File: src/hdl/video_encoder_defs.vh
// constants and behaviour list for the video encoder timing and control core
// Behaviour
// - ntsc progressive: second equalizing 4-6, burst pause 261/261.5-6, blank to 17/17.5
// - pal interlaced: first eq 311-312.5, vsync 1-2.5, second eq 2.5-5
// - pal interlaced burst pause follows a four-field sequence
// - pal interlaced: 24.5-line blanking over 311-312.5 and 1-23
// - pal progressive: eq from 311/311.5, vsync 1-2.5, burst to 6, blank to 22/22.5
// - ntsc bars start after hblank 127/116/135, lines 858/780/910 samples
// - pal bars start after hblank 142/155, last edge 757/827, lines 864/944
// - serial slave answers address 1000100 or 1000000 with write bit, acks bytes
// - extra data bytes overwrite the same register, no subaddress increment
// - no ack on address mismatch, bad subaddress or read request
// - writes are whole bytes; undefined bits stay zero
// - mode bit 7 chooses pin settings (0) or register settings (1)
// - mode bit 6 chroma format, bit 3 sampling ratio
// - mode bit 5 ntsc setup level, ignored for pal
// - mode bit 4 slave (0) or master (1) sync
// - mode bits 2:0 select the video standard
// - command bit 4 enables subcarrier phase management
// - command bit 3 interlaced (1) or progressive (0) in master mode
// - command bit 2 forces internal color bar
// - command bits 1:0 scale overlay/bar luminance 25/50/75/100 percent
// - setup bit and overlay level update only in vertical blanking
// - color bar wins, else overlay pin picks overlay, else input image
`ifndef VIDEO_ENCODER_DEFS_VH
`define VIDEO_ENCODER_DEFS_VH
`define SLV_ADDR_A      7'h44
`define SLV_ADDR_B      7'h40
`define SUB_MODE        8'h00
`define SUB_CMD         8'h01
`define MODE_RESET      8'h10
`define CMD_RESET       8'h1B
`define CMD_MASK        8'h1F
`define MODE_OVR_BIT    7
`define MODE_CFMT_BIT   6
`define MODE_SETUP_BIT  5
`define MODE_MSTR_BIT   4
`define MODE_RATIO_BIT  3
`define CMD_GLOCK_BIT   4
`define CMD_INTL_BIT    3
`define CMD_BAR_BIT     2
`define STD_N601        3'h0
`define STD_NSQ         3'h1
`define STD_N4FSC       3'h2
`define STD_P601        3'h4
`define STD_PSQ         3'h5
// half-line positions of field markers: line L maps to 2*(L-1)
`define HL_PAL_EQ1      10'h26C
`define HL_PAL_EQ1_EVN  10'h26D
`define HL_PAL_VS_END   10'h003
`define HL_PAL_EQ2_END  10'h008
`define HL_PAL_BLK_I    10'h02C
`define HL_PAL_BLK_P    10'h02A
`define HL_NTSC_EQ2_BEG 10'h006
`define HL_NTSC_EQ2_END 10'h00A
`define HL_NTSC_VS_END  10'h004
`define HL_NTSC_EQ1     10'h208
`define HL_NTSC_EQ1_EVN 10'h209
`define HL_NTSC_BLK_P   10'h020
`define HL_BURST_END    10'h00A
`define HL_PAL_FIELD    10'h271
`define HL_NTSC_FIELD   10'h20D
`define HL_PAL_FIELD_P  10'h270
`define HL_NTSC_FIELD_P 10'h20C
`endif

File: src/hdl/i2c_write_slave.v
// write-only serial register slave for the two configuration registers
`timescale 1ns/10ps
module i2c_write_slave (
    // clock and reset
    input  wire       ref_clk,
    input  wire       rst_b,
    // serial bus, already synchronised
    input  wire       scl_s,
    input  wire       sda_s,
    output reg        sda_oe,
    // register write strobe
    output reg        wr_stb,
    output reg        wr_sel,
    output reg  [7:0] wr_data
);
`include "video_encoder_defs.vh"
    localparam ST_IDLE = 4'b0001;
    localparam ST_ADDR = 4'b0010;
    localparam ST_SUB  = 4'b0100;
    localparam ST_DATA = 4'b1000;
    reg  [3:0] state;
    reg        scl_d;
    reg        sda_d;
    reg  [7:0] shift;
    reg  [3:0] bit_cnt;
    reg        ack_pend;
    reg        sub_sel;
    wire       scl_rise = scl_s & ~scl_d;
    wire       scl_fall = ~scl_s & scl_d;
    wire       start_c  = scl_s & scl_d & sda_d & ~sda_s;
    wire       stop_c   = scl_s & scl_d & ~sda_d & sda_s;
    wire [7:0] rx       = {shift[6:0], sda_s};
    wire       addr_ok  = (rx[7:1] == `SLV_ADDR_A || rx[7:1] == `SLV_ADDR_B) && !rx[0];
    wire       sub_ok   = (rx == `SUB_MODE) || (rx == `SUB_CMD);
    always @(posedge ref_clk) begin
        if (!rst_b) begin
            state    <= ST_IDLE;
            scl_d    <= 1'b1;
            sda_d    <= 1'b1;
            shift    <= 8'h00;
            bit_cnt  <= 4'h0;
            ack_pend <= 1'b0;
            sub_sel  <= 1'b0;
            sda_oe   <= 1'b0;
            wr_stb   <= 1'b0;
            wr_sel   <= 1'b0;
            wr_data  <= 8'h00;
        end else begin
            scl_d  <= scl_s;
            sda_d  <= sda_s;
            wr_stb <= 1'b0;
            if (start_c) begin
                state   <= ST_ADDR;
                bit_cnt <= 4'h0;
                sda_oe  <= 1'b0;
            end else if (stop_c) begin
                state  <= ST_IDLE;
                sda_oe <= 1'b0;
            end else if (scl_fall && ack_pend) begin
                sda_oe   <= 1'b1;
                ack_pend <= 1'b0;
            end else if (scl_fall && sda_oe) begin
                sda_oe  <= 1'b0;
                bit_cnt <= 4'h0;
            end else if (scl_rise && !sda_oe && state != ST_IDLE) begin
                shift   <= rx;
                bit_cnt <= bit_cnt + 4'h1;
                if (bit_cnt == 4'h7) begin
                    case (state)
                        ST_ADDR: begin
                            ack_pend <= addr_ok;
                            state    <= addr_ok ? ST_SUB : ST_IDLE;
                        end
                        ST_SUB: begin
                            ack_pend <= sub_ok;
                            sub_sel  <= rx[0];
                            state    <= sub_ok ? ST_DATA : ST_IDLE;
                        end
                        ST_DATA: begin
                            ack_pend <= 1'b1;
                            wr_stb   <= 1'b1;
                            wr_sel   <= sub_sel;
                            wr_data  <= rx;
                        end
                        default: state <= ST_IDLE;
                    endcase
                end else if (bit_cnt == 4'h8) begin
                    bit_cnt <= 4'h0; // nacked byte's ninth clock
                end
            end
        end
    end
endmodule

File: src/hdl/video_encoder_timing_and_control.v
// timing, field structure and control registers of the video encoder
`timescale 1ns/10ps
module video_encoder_timing_and_control #(
    parameter RATE_W = 10
) (
    // clock and reset
    input  wire       ref_clk,
    input  wire       rst_b,
    // serial register port
    input  wire       scl,
    input  wire       sda_in,
    output reg        sda_out,
    output reg        sda_oe,
    // pin straps used when override is clear
    input  wire [2:0] std_pin,
    input  wire       master_pin,
    input  wire       intl_pin,
    // overlay select pin and external sync
    input  wire       overlay_select_pin,
    input  wire       ext_hsync_b,
    input  wire       ext_vsync_b,
    // register contents
    output reg  [7:0] mode_control_reg,
    output reg  [7:0] command_reg,
    // effective controls
    output reg  [2:0] video_std,
    output reg        chroma_twos,
    output reg        ratio_411,
    output reg        setup_off,
    output reg        sync_master,
    output reg        subcarrier_to_horizontal_phase,
    output reg        interlaced,
    output reg  [1:0] lum_scale,
    output reg  [1:0] src_sel,
    // timing outputs
    output reg  [9:0] sample_count,
    output reg  [9:0] half_line,
    output reg  [2:0] field_num,
    output reg        hblank,
    output reg  [2:0] bar_index,
    output reg        eq_pulse,
    output reg        vsync_period,
    output reg        burst_pause,
    output reg        vblank
);
`include "video_encoder_defs.vh"
    reg  [1:0] scl_sync;
    reg  [1:0] sda_sync;
    reg  [1:0] ovl_sync;
    reg  [1:0] hs_sync;
    reg  [1:0] vs_sync;
    reg        hs_d;
    reg        vs_d;
    reg        setup_pend;
    reg  [1:0] level_pend;
    wire       ack_oe;
    wire       wr_stb;
    wire       wr_sel;
    wire [7:0] wr_data;
    reg  [9:0] line_len;
    reg  [9:0] hblank_end;
    reg  [9:0] bar_step;
    reg  [9:0] bar_last;
    reg  [9:0] field_hl;
    reg  [2:0] next_std;
    reg        next_master;
    reg        next_intl;
    reg        is_pal;
    reg        even_field;
    reg        next_eq;
    reg        next_vs;
    reg        next_bp;
    reg        next_vb;
    reg  [9:0] next_bar_edge;
    reg  [9:0] bar_edge;
    reg  [9:0] cur_edge;
    wire       half_tick;
    wire       line_end;
    wire       field_end;
    wire       hs_fall;
    wire       vs_fall;
    // two-flop synchronisers; first stage feeds only the second
    always @(posedge ref_clk) begin
        if (!rst_b) begin
            scl_sync <= 2'h3;
            sda_sync <= 2'h3;
            ovl_sync <= 2'h0;
            hs_sync  <= 2'h3;
            vs_sync  <= 2'h3;
        end else begin
            scl_sync <= {scl_sync[0], scl};
            sda_sync <= {sda_sync[0], sda_in};
            ovl_sync <= {ovl_sync[0], overlay_select_pin};
            hs_sync  <= {hs_sync[0], ext_hsync_b};
            vs_sync  <= {vs_sync[0], ext_vsync_b};
        end
    end
    i2c_write_slave u_slave (
        .ref_clk (ref_clk),
        .rst_b   (rst_b),
        .scl_s   (scl_sync[1]),
        .sda_s   (sda_sync[1]),
        .sda_oe  (ack_oe),
        .wr_stb  (wr_stb),
        .wr_sel  (wr_sel),
        .wr_data (wr_data)
    );
    // effective selections
    always @* begin
        next_std    = mode_control_reg[`MODE_OVR_BIT] ? mode_control_reg[2:0] : std_pin;
        next_master = mode_control_reg[`MODE_OVR_BIT] ? mode_control_reg[`MODE_MSTR_BIT] : master_pin;
        next_intl   = mode_control_reg[`MODE_OVR_BIT] ? command_reg[`CMD_INTL_BIT] : intl_pin;
        is_pal      = video_std[2];
        case (video_std)
            `STD_NSQ: begin
                line_len = 10'd780; hblank_end = 10'd116; bar_step = 10'd81; bar_last = 10'd682;
            end
            `STD_N4FSC: begin
                line_len = 10'd910; hblank_end = 10'd135; bar_step = 10'd95; bar_last = 10'd795;
            end
            `STD_P601: begin
                line_len = 10'd864; hblank_end = 10'd142; bar_step = 10'd88; bar_last = 10'd757;
            end
            `STD_PSQ: begin
                line_len = 10'd944; hblank_end = 10'd155; bar_step = 10'd96; bar_last = 10'd827;
            end
            default: begin
                line_len = 10'd858; hblank_end = 10'd127; bar_step = 10'd89; bar_last = 10'd750;
            end
        endcase
        if (is_pal)
            field_hl = interlaced ? `HL_PAL_FIELD : `HL_PAL_FIELD_P;
        else
            field_hl = interlaced ? `HL_NTSC_FIELD : `HL_NTSC_FIELD_P;
    end
    // compare with >= so a switch to a shorter standard never runs the counters past the end
    assign line_end  = sample_count >= line_len - 10'd1;
    assign half_tick = line_end || (sample_count == (line_len >> 1) - 10'd1);
    assign field_end = half_tick && (half_line >= field_hl - 10'd1);
    assign hs_fall   = hs_d & ~hs_sync[1];
    assign vs_fall   = vs_d & ~vs_sync[1];
    // registers, pending updates and effective controls
    always @(posedge ref_clk) begin
        if (!rst_b) begin
            mode_control_reg <= `MODE_RESET;
            command_reg      <= `CMD_RESET;
            setup_pend       <= 1'b0;
            level_pend       <= 2'h3;
            video_std        <= `STD_N601;
            chroma_twos      <= 1'b0;
            ratio_411        <= 1'b0;
            setup_off        <= 1'b0;
            sync_master      <= 1'b1;
            subcarrier_to_horizontal_phase <= 1'b1;
            interlaced       <= 1'b1;
            lum_scale        <= 2'h3;
            src_sel          <= 2'h0;
            sda_out          <= 1'b0;
            sda_oe           <= 1'b0;
        end else begin
            sda_out <= 1'b0;
            sda_oe  <= ack_oe;
            if (wr_stb && !wr_sel) begin
                mode_control_reg[7:6] <= wr_data[7:6];
                mode_control_reg[4:0] <= wr_data[4:0];
                setup_pend <= wr_data[`MODE_SETUP_BIT];
            end else if (vblank) begin
                mode_control_reg[`MODE_SETUP_BIT] <= setup_pend;
            end
            if (wr_stb && wr_sel) begin
                command_reg[7:5] <= 3'h0;
                command_reg[4:2] <= wr_data[4:2];
                level_pend <= wr_data[1:0];
            end else if (vblank) begin
                command_reg[1:0] <= level_pend;
            end
            video_std    <= next_std;
            chroma_twos  <= mode_control_reg[`MODE_CFMT_BIT];
            ratio_411    <= mode_control_reg[`MODE_RATIO_BIT];
            setup_off    <= mode_control_reg[`MODE_SETUP_BIT] & ~next_std[2];
            sync_master  <= next_master;
            subcarrier_to_horizontal_phase <= command_reg[`CMD_GLOCK_BIT];
            interlaced   <= next_intl;
            lum_scale    <= command_reg[1:0];
            src_sel      <= command_reg[`CMD_BAR_BIT] ? 2'h2 : (ovl_sync[1] ? 2'h1 : 2'h0);
        end
    end
    // horizontal and half-line counters; slave mode realigns on external sync
    always @(posedge ref_clk) begin
        if (!rst_b) begin
            hs_d         <= 1'b1;
            vs_d         <= 1'b1;
            sample_count <= 10'h000;
            half_line    <= 10'h000;
            field_num    <= 3'h0;
            even_field   <= 1'b0;
            hblank       <= 1'b1;
            bar_index    <= 3'h0;
            bar_edge     <= 10'h000;
        end else begin
            hs_d <= hs_sync[1];
            vs_d <= vs_sync[1];
            if ((!sync_master && hs_fall) || line_end)
                sample_count <= 10'h000;
            else
                sample_count <= sample_count + 10'h001;
            if (!sync_master && vs_fall) begin
                half_line <= 10'h000;
            end else if (field_end) begin
                half_line  <= 10'h000;
                field_num  <= field_num + 3'h1;
                even_field <= ~even_field;
            end else if (half_tick) begin
                half_line <= half_line + 10'h001;
            end
            if (line_end) begin
                hblank    <= 1'b1;
                bar_index <= 3'h0;
                bar_edge  <= hblank_end;
            end else if (sample_count == cur_edge && sample_count <= bar_last) begin
                hblank    <= 1'b0;
                bar_index <= hblank ? 3'h0 : bar_index + 3'h1;
                bar_edge  <= next_bar_edge;
            end
        end
    end
    always @* begin
        // blanking end taken live, so a standard change mid-line cannot use a stale edge
        cur_edge      = hblank ? hblank_end : bar_edge;
        next_bar_edge = (cur_edge + bar_step > bar_last) ? bar_last : cur_edge + bar_step;
    end
    // vertical interval decode on half-line position
    always @* begin
        next_eq = 1'b0;
        next_vs = 1'b0;
        next_bp = 1'b0;
        next_vb = 1'b0;
        if (is_pal) begin
            next_vs = half_line < `HL_PAL_VS_END;
            next_eq = (half_line >= `HL_PAL_VS_END && half_line < `HL_PAL_EQ2_END) ||
                      (half_line >= (interlaced || !even_field ? `HL_PAL_EQ1 : `HL_PAL_EQ1_EVN));
            if (interlaced) begin
                next_vb = half_line < `HL_PAL_BLK_I || half_line >= `HL_PAL_EQ1;
                case (field_num[1:0])
                    2'h0: next_bp = half_line < 10'd11;
                    2'h1: next_bp = half_line < 10'd9 || half_line >= 10'd615;
                    2'h2: next_bp = half_line < 10'd8 || half_line >= `HL_PAL_EQ1;
                    default: next_bp = half_line < 10'd11 || half_line >= 10'd617;
                endcase
            end else begin
                next_bp = half_line < `HL_BURST_END ||
                          half_line >= (even_field ? `HL_PAL_EQ1_EVN : `HL_PAL_EQ1);
                next_vb = half_line < (even_field ? `HL_PAL_BLK_P + 10'd1 : `HL_PAL_BLK_P) ||
                          half_line >= (even_field ? `HL_PAL_EQ1_EVN : `HL_PAL_EQ1);
            end
        end else begin
            next_vs = half_line < `HL_NTSC_VS_END;
            next_eq = (half_line >= `HL_NTSC_EQ2_BEG && half_line < `HL_NTSC_EQ2_END) ||
                      half_line >= (even_field ? `HL_NTSC_EQ1_EVN : `HL_NTSC_EQ1);
            next_bp = half_line < `HL_BURST_END ||
                      half_line >= (even_field ? `HL_NTSC_EQ1_EVN : `HL_NTSC_EQ1);
            next_vb = half_line < (even_field ? `HL_NTSC_BLK_P + 10'd1 : `HL_NTSC_BLK_P) ||
                      half_line >= (even_field ? `HL_NTSC_EQ1_EVN : `HL_NTSC_EQ1);
        end
    end
    always @(posedge ref_clk) begin
        if (!rst_b) begin
            eq_pulse     <= 1'b0;
            vsync_period <= 1'b0;
            burst_pause  <= 1'b0;
            vblank       <= 1'b0;
        end else begin
            eq_pulse     <= next_eq;
            vsync_period <= next_vs;
            burst_pause  <= next_bp;
            vblank       <= next_vb;
        end
    end
endmodule

File: config.mk
export PLATFORM = sky130hd
export DESIGN_NAME = video_encoder_timing_and_control
export DESIGN_NICKNAME = d
export VERILOG_FILES = /design/src/hdl/i2c_write_slave.v /design/src/hdl/video_encoder_timing_and_control.v
export VERILOG_INCLUDE_DIRS = /design/src /design/src/hdl
export SDC_FILE = /design/constraint.sdc
export NUM_CORES = 1
export LEC_CHECK = 0
export BUFFER_PORTS_ARGS = -buffer_cell sky130_fd_sc_hd__buf_2
export CORE_MARGIN = 2
export CORE_UTILIZATION = 60
export DETAILED_ROUTE_END_ITERATION = 12
export PLACE_DENSITY = 0.9
export SETUP_SLACK_MARGIN = 0.5
export SLEW_MARGIN = 20
export SYNTH_ARGS = -nofsm -noshare
export SYNTH_HDL_FRONTEND = slang
export SYNTH_HIERARCHICAL = 1
export SYNTH_SLANG_ARGS = --single-unit
File: constraint.sdc
create_clock -name ref_clk -period 6.15 [get_ports ref_clk]
set_input_delay 1.23 -clock ref_clk [delete_from_list [all_inputs] [get_ports ref_clk]]
set_output_delay 1.23 -clock ref_clk [all_outputs]
set_load 0.02 [all_outputs]
==> results.py, run 1 <==
metrics = {
    "synthesis": {
        "synth-seq-area-share_pct": 33.5,
        "syn_area_sq_um": 6810,
        "yosys_warnings": 6,
        "avgSynthCellArea_sq_um": 8.21,
        "synth_cell_types": 83,
        "yosys_most_used_dff": "dfxtp_1",
        "synth_edf_count": 0,
        "synth-seq-cells": 114,
        "async_flop_share_pct": 0,
        "synthCells": 830,
    },
    "timing": {
        "setup_tns_ns": 0,
        "rsz0062_at_grt": "no",
        "hold_viol": 0,
        "max_freq_mhz": 209,
        "whs_ns": 0.416,
        "finalSetupViolations": 0,
        "finalCritPeriodShare_pct": 77.9,
        "max_slew_margin_pct": 42.7,
        "worst_pin_slew_ns": 0.856,
        "period_needed_ns": 4.79,
        "finClkSkew_ns": 0.0188,
        "drv_slew": 0,
    },
    "pwr": {
        "p_leak_nw": 3.23,
        "seq_power_share_pct": 39.2,
        "power.density_nw_per_um2": 256,
        "p_switching_mw": 0.532,
        "clkPwrFrac_pct": 50.8,
        "swShare_pct": 27.1,
        "combPwrFrac_pct": 10.1,
        "power.total_mw": 1.97,
        "p_int_mw": 1.43,
        "ir_drop_uv": 223,
    },
    "setup_path": {
        "end_kind": "register",
        "crit_type": "register to register",
        "start_kind": "register",
        "rr_startpoint": "video_std[2]",
        "critPathSlowestCell": "dfxtp_1",
        "slowest_delay_ns": 0.86,
        "worst_ep_required_time_ns": 6.45,
        "rrSetupSlack_ns": 1.36,
        "critPathTopFamily": "compound AO/OA/AOI/OAI gates",
        "crit_fanout": 23,
        "crit_end": "bar_edge[0]",
        "critPathArrivalTime_ns": 5.09,
        "startpoint": "video_std[2]",
        "path_cells": "inv_2 -> nor2_4 -> inv_1 -> ha_1 -> inv_1 -> fa_1 -> nor2b_1 -> o31a_1 -> o41ai_1 -> xor2_1 -> o22ai_1 -> ha_1 -> o21a_1 -> nor2_1 -> nor3_1 -> o41ai_1 -> a21oi_2 -> mux2i_1 -> o311a_1",
        "r2r_end": "bar_edge[0]",
        "cp.depth": 19,
        "r2r_cells": 19,
        "critical_path_buf_inv_count": 3,
    },
    "drt": {
        "routed_via_density": 6.13,
        "post-route-drc-count": 0,
        "num_vias": 6262,
        "wl_microns": 17400,
        "wl_per_cell_microns": 17.0,
        "final_antenna_net_count": 0,
        "dr.pass1.iters": 5,
        "drtIter0Drc": 590,
    },
    "floorplanning": {
        "fp.dieArea_sq_um": 12200,
        "ios": 74,
        "die_h_microns": 111,
        "floorplan.initialDensity_pct": 62.0,
        "die_w_microns": 111,
        "core-area_sq_um": 11000,
        "rows": 38,
    },
    "clock_tree": {
        "clkLatencyLatePin_ns": 0.43,
        "cts_buffers": 17,
        "clk_pin_slew_worst_paths_ns": 0.06,
        "clockBufferDepth": 2,
        "hold_buffers": 0,
        "cts_root_buf": "clkbuf_16",
        "post_cts_buffers": 0,
        "htree_levels": 4,
        "tritoncts": "built",
        "cts.repair.resized": 0,
        "clkSinkCount": 114,
    },
    "global_routing": {
        "grt_max_degree": 42,
        "grt_usage_pct": 28.7,
        "antenna_found_initial": 0,
        "overflow": 0,
        "grt_pass1_vias": 5774,
        "grt_pass1_wl_microns": 29000,
    },
    "finish": {
        "final_cell_area_sq_um": 7680,
        "areaGrowthSynthToFinish_pct": 12.8,
        "n_fill_cell": 809,
        "antenna_cells": 0,
        "nets": 936,
        "reg_top3": "bar_edge: 10 flops, half_line: 10 flops, sample_count: 10 flops",
        "instances_no_fill": 1022,
        "drive_above_1_share_pct": 13.8,
    },
    "placed_design": {
        "dpl_cell_area_sq_um": 7090,
        "dpl.hpwl_microns": 11800,
        "place_congestion": 0.945,
        "numPlacedInstances": 990,
        "io_buffers": 69,
    },
    "run": {
        "drv_cap": 0,
    },
    "run_status": {
        "status": "finished clean",
    },
    "hold_path": {
        "hold_path.class": "register to register",
    },
}
[layout by cell type (no fill, tap or decap), types with 6 or more instances in the layout]
master / count
nand3_1: 35
nand2_1: 81
a21o_1: 8
clkbuf_16: 17
nand4_1: 12
mux2i_1: 26
xnor2_1: 20
o31ai_1: 7
o21a_1: 9
nor3_1: 13
a31oi_1: 10
nor2b_1: 7
a21oi_1: 63
nand2b_1: 22
inv_1: 38
and2_1: 11
or3_1: 13
ha_1: 54
xor2_1: 9
a211oi_1: 6
o22ai_1: 6
dfxtp_1: 114
o21ai_0: 37
buf_2: 69
nor2_1: 79
[power by group through the flow]
| stage | clock, mW | combinational [mW] | sequential (mW) |
|---|---|---|---|
| after floorplan | 0 | 0.152 | 0.781 |
| after CTS | 1.01 | 0.195 | 0.770 |
| after global placement | 0 | 0.188 | 0.785 |
| after global routing | 1.04 | 0.219 | 0.773 |
| after detailed placement | 0 | 0.193 | 0.786 |
| final | 0.998 | 0.198 | 0.770 |
[worst min path at each step]
stage               start          to  slack (ns)  cells after the start
6_report       vs_sync[0]  vs_sync[1]        0.42                      1
5_1_grt        hs_sync[0]  hs_sync[1]        0.43                      1
4_1_cts        hs_sync[0]  hs_sync[1]        0.42                      1
3_5_place_dp   vs_sync[0]  vs_sync[1]        0.40                      1
3_3_place_gp   vs_sync[0]  vs_sync[1]        0.39                      1
2_1_floorplan  hs_sync[0]  hs_sync[1]        0.39                      1
[logic make-up after synthesis]
group | count (synthesis) | synth area share, %
flops | 114 | 33.5
buf+inv | 96 | 6.45
compound gates | 192 | 18.1
mux | 28 | 4.15
other cells | 1 | 0.0550
xor+xnor | 29 | 3.73
simple gates | 315 | 23.8
fa+ha+maj | 55 | 10.2
[Yosys cell counts, types with 4 or more instances]
cell type,number,share of area (%)
nor4_1,4,0.37
a211oi_1,6,0.66
o31ai_1,7,0.77
nor3_1,13,0.95
nor2b_1,7,0.64
a21oi_1,63,4.6
o21ai_0,37,2.7
nand2_1,81,4.5
mux2i_1,26,3.8
dfxtp_1,114,33
nor2_1,79,4.4
o211ai_1,5,0.55
buf_2,6,0.44
nand2b_1,22,2.0
nand4_1,12,1.1
a21o_1,8,0.88
and2_1,11,1.0
buf_6,4,0.66
ha_1,54,9.9
o41ai_1,4,0.51
and3_1,5,0.46
nand3_1,35,2.6
o21a_1,9,0.99
or3_1,13,1.2
buf_4,5,0.55
inv_1,38,2.1
xor2_1,9,1.2
o22ai_1,6,0.55
a31oi_1,10,0.92
a2111oi_0,5,0.64
xnor2_1,20,2.6
clkbuf_1,35,1.9
[per-stage QoR]
step | utilization [%] | worst slack [ns]
3_5_place_dp | 64.5 | 1.49
2_1_floorplan | - | 1.61
5_1_grt | 70.0 | 1.07
6_report | 70.0 | 1.36
3_3_place_gp | 64.5 | 1.59
4_1_cts | 70.0 | 1.45
[layer usage]
| metal | global-route usage (%) | up-vias | share of wire [%] |
|---|---|---|---|
| met5 | 0 | - | 0 |
| met4 | 10.3 | 0 | 2.6 |
| met3 | 6.04 | 46 | 7.0 |
| met2 | 47.2 | 306 | 48 |
| met1 | 37.4 | 2895 | 42 |
| li1 | - | 3015 | - |
[final cells by class]
type	count	area [sq um]	share of cell area, %
well taps	140	175	2.28
inverters	41	164	2.13
flip-flops and latches	114	2280	29.7
repair buffers	71	360	4.69
multi-input cells	624	4110	53.4
clock inverters	15	171	2.23
clock buffers	17	425	5.54
[worst register-to-register path: stages (launching register included)]
cell and delay (ns):
dfxtp_1 0.86, inv_2 0.23, nor2_4 0.22, inv_1 0.14
ha_1 0.25, inv_1 0.08, fa_1 0.20, nor2b_1 0.08
o31a_1 0.27, o41ai_1 0.31, xor2_1 0.17, o22ai_1 0.12
ha_1 0.32, o21a_1 0.12, nor2_1 0.03, nor3_1 0.16
o41ai_1 0.12, a21oi_2 0.52, mux2i_1 0.16, o311a_1 0.31
Power figures use the tool's default switching activity.
==> inputs of run 2 (changes only) <==
Settings changed: CORE_UTILIZATION 60 to 54, PLACE_DENSITY 0.9 to 0.86.
Clock period 6.15 ns to 4.2 ns, I/O delays scaled along.
==> run 2 against run 1 <==
  * Worst setup slack lost 0.98 ns
  * Wire length grew 4.4%
  * Global-route usage shrank 1.8 points
  * Maximum frequency grew 26%
  * Clock skew shrank 0.0078 ns
  * Clock power grew 49%
  * Sequential share of layout area shrank 1.6 points
  * Sequential power grew 45%
  * Highest routed layer unchanged
==> results.py, run 2 (same netlist as run 1, synthesis figures left out) <==
metrics = {
    "run_status": {
        "status": "finished clean",
    },
    "global_routing": {
        "antenna_found_initial": 0,
        "overflow": 0,
        "grt_pass1_wl_microns": 28600,
        "grt_usage_pct": 26.9,
        "grt_pass1_vias": 5926,
        "grt_max_degree": 33,
    },
    "setup_path": {
        "critPathArrivalTime_ns": 4.13,
        "crit_type": "register to register",
        "start_kind": "register",
        "critPathSlowestCell": "or3b_4",
        "end_kind": "register",
        "path_cells": "buf_6 -> or3b_4 -> clkinv_4 -> ha_4 -> nor2b_4 -> o31a_1 -> o41ai_2 -> xor2_1 -> o22ai_2 -> ha_4 -> o21a_1 -> nor2_1 -> nor3_2 -> o41ai_2 -> a21oi_2 -> buf_6 -> mux2i_1 -> o311a_1",
        "slowest_delay_ns": 0.41,
        "crit_fanout": 6,
        "critical_path_buf_inv_count": 3,
        "critPathTopFamily": "compound AO/OA/AOI/OAI gates",
        "rrSetupSlack_ns": 0.38,
        "worst_ep_required_time_ns": 4.51,
    },
    "drt": {
        "dr.pass1.iters": 6,
        "post-route-drc-count": 0,
        "num_vias": 6451,
        "wl_per_cell_microns": 16.6,
        "wl_microns": 18100,
        "final_antenna_net_count": 0,
        "drtIter0Drc": 544,
        "routed_via_density": 5.92,
    },
    "pwr": {
        "combPwrFrac_pct": 12.0,
        "p_int_mw": 2.22,
        "clkPwrFrac_pct": 50.1,
        "p_leak_nw": 3.47,
        "seq_power_share_pct": 37.9,
        "ir_drop_uv": 284,
        "power.density_nw_per_um2": 362,
        "swShare_pct": 25.1,
        "p_switching_mw": 0.743,
    },
    "timing": {
        "max_freq_mhz": 262,
        "drv_slew": 0,
        "period_needed_ns": 3.82,
        "fin_ws_ns": 0.381,
        "rsz0062_at_grt": "yes",
        "setup_tns_ns": 0,
        "finalSetupViolations": 0,
        "hold_viol": 0,
        "finalCritPeriodShare_pct": 90.9,
        "worst_pin_slew_ns": 0.847,
        "max_slew_margin_pct": 43.4,
        "finClkSkew_ns": 0.0110,
    },
    "floorplanning": {
        "floorplan.initialDensity_pct": 54.7,
        "rows": 41,
        "die_w_microns": 116,
        "die_h_microns": 116,
        "ios": 74,
        "fp.dieArea_sq_um": 13500,
        "core-area_sq_um": 12500,
    },
    "finish": {
        "areaGrowthSynthToFinish_pct": 20.1,
        "antenna_cells": 0,
        "reg_top3": "bar_edge: 10 flops, half_line: 10 flops, sample_count: 10 flops",
        "layout_common_cells": "dfxtp_1 (110), nand2_1 (81), nor2_1 (78)",
        "mostFrequentLayoutCell": "dfxtp_1",
        "n_fill_cell": 976,
        "multi_input_area_sq_um": 4250,
        "instances_no_fill": 1089,
        "nets": 971,
        "drive_above_1_share_pct": 19.7,
        "register_area_sq_um": 2300,
    },
    "hold_path": {
        "hold_path.class": "register to register",
    },
    "placed_design": {
        "place_congestion": 0.956,
        "dpl.hpwl_microns": 12100,
        "place_ws_ns": 0.174,
        "numPlacedInstances": 1032,
        "io_buffers": 69,
    },
    "run": {
        "drv_cap": 0,
    },
    "clock_tree": {
        "clockBufferDepth": 2,
        "clkLatencyLatePin_ns": 0.43,
        "tritoncts": "built",
        "clk_pin_slew_worst_paths_ns": 0.05,
        "clkSinkCount": 114,
        "cts_root_buf": "clkbuf_16",
        "cts_buffers": 17,
        "htree_levels": 4,
    },
}
run 2: changes by cell type in the layout (fill, tap and decap cells not counted), moves of 4 or more:
cell      previous run  this run
buf_4                2        32
dfxtp_1            114       110
buf_6                0         4
xnor2_1             20        16
dfxtp_4              0         4
clkbuf_8             0         4
ha_1                54        50
inv_6                5         0
run 2: per-stage QoR:
| step | hold slack, ns | area (sq um) | util [%] | power (mW) |
|---|---|---|---|---|
| 2_1_floorplan | 0.386 | 6890 | - | 1.37 |
| 3_3_place_gp | 0.390 | 7220 | 57.9 | 1.43 |
| 3_5_place_dp | 0.396 | 7220 | 57.9 | 1.44 |
| 4_1_cts | 0.410 | 8070 | 64.7 | 2.93 |
| 5_1_grt | 0.429 | 8180 | 65.6 | 3.06 |
| 6_report | 0.409 | 8180 | 65.6 | 2.96 |
run 2: final timing paths:
check               start  depth (start not counted)          end
max reg2reg  video_std[0]                         18  bar_edge[0]
min reg2reg    vs_sync[0]                          1   vs_sync[1]
min            vs_sync[0]                          1   vs_sync[1]
max          video_std[0]                         18  bar_edge[0]
run 2: metal layers:
| layer | routed length, microns | vias up | GRT usage, % |
|---|---|---|---|
| li1 | - | 3088 | - |
| met1 | 7650 | 3006 | 33.2 |
| met2 | 8670 | 293 | 44.2 |
| met3 | 1250 | 64 | 6.95 |
| met4 | 539 | 0 | 12.5 |
| met5 | 0 | - | 0 |
run 2: power by group through the flow:
stage,Clock [mW],Sequential (mW),Combinational (mW)
after CTS,1.49,1.12,0.320
after global placement,0,1.15,0.285
after detailed placement,0,1.15,0.290
after global routing,1.55,1.13,0.390
after floorplan,0,1.14,0.225
final,1.49,1.12,0.356
run 2: area by class of cell:
type / instances / area share [%]
timing repair buffer: 106 / 7.77
sequential: 114 / 28.1
tap: 172 / 2.63
inverter: 41 / 2.03
clock inverter: 7 / 1.16
multi-input combinational: 624 / 52.0
clock buffer: 25 / 6.32
run 2: repair_timing:
| item | 4_1_cts | 5_1_grt |
|---|---|---|
| setup buffers | 18 | 6 |
| pin swaps | 8 | 9 |
| endpoints found under the setup margin | 9 | 12 |
| hold buffers | 0 | 0 |
| resized for setup | 21 | 13 |
| gates cloned | 1 | 0 |
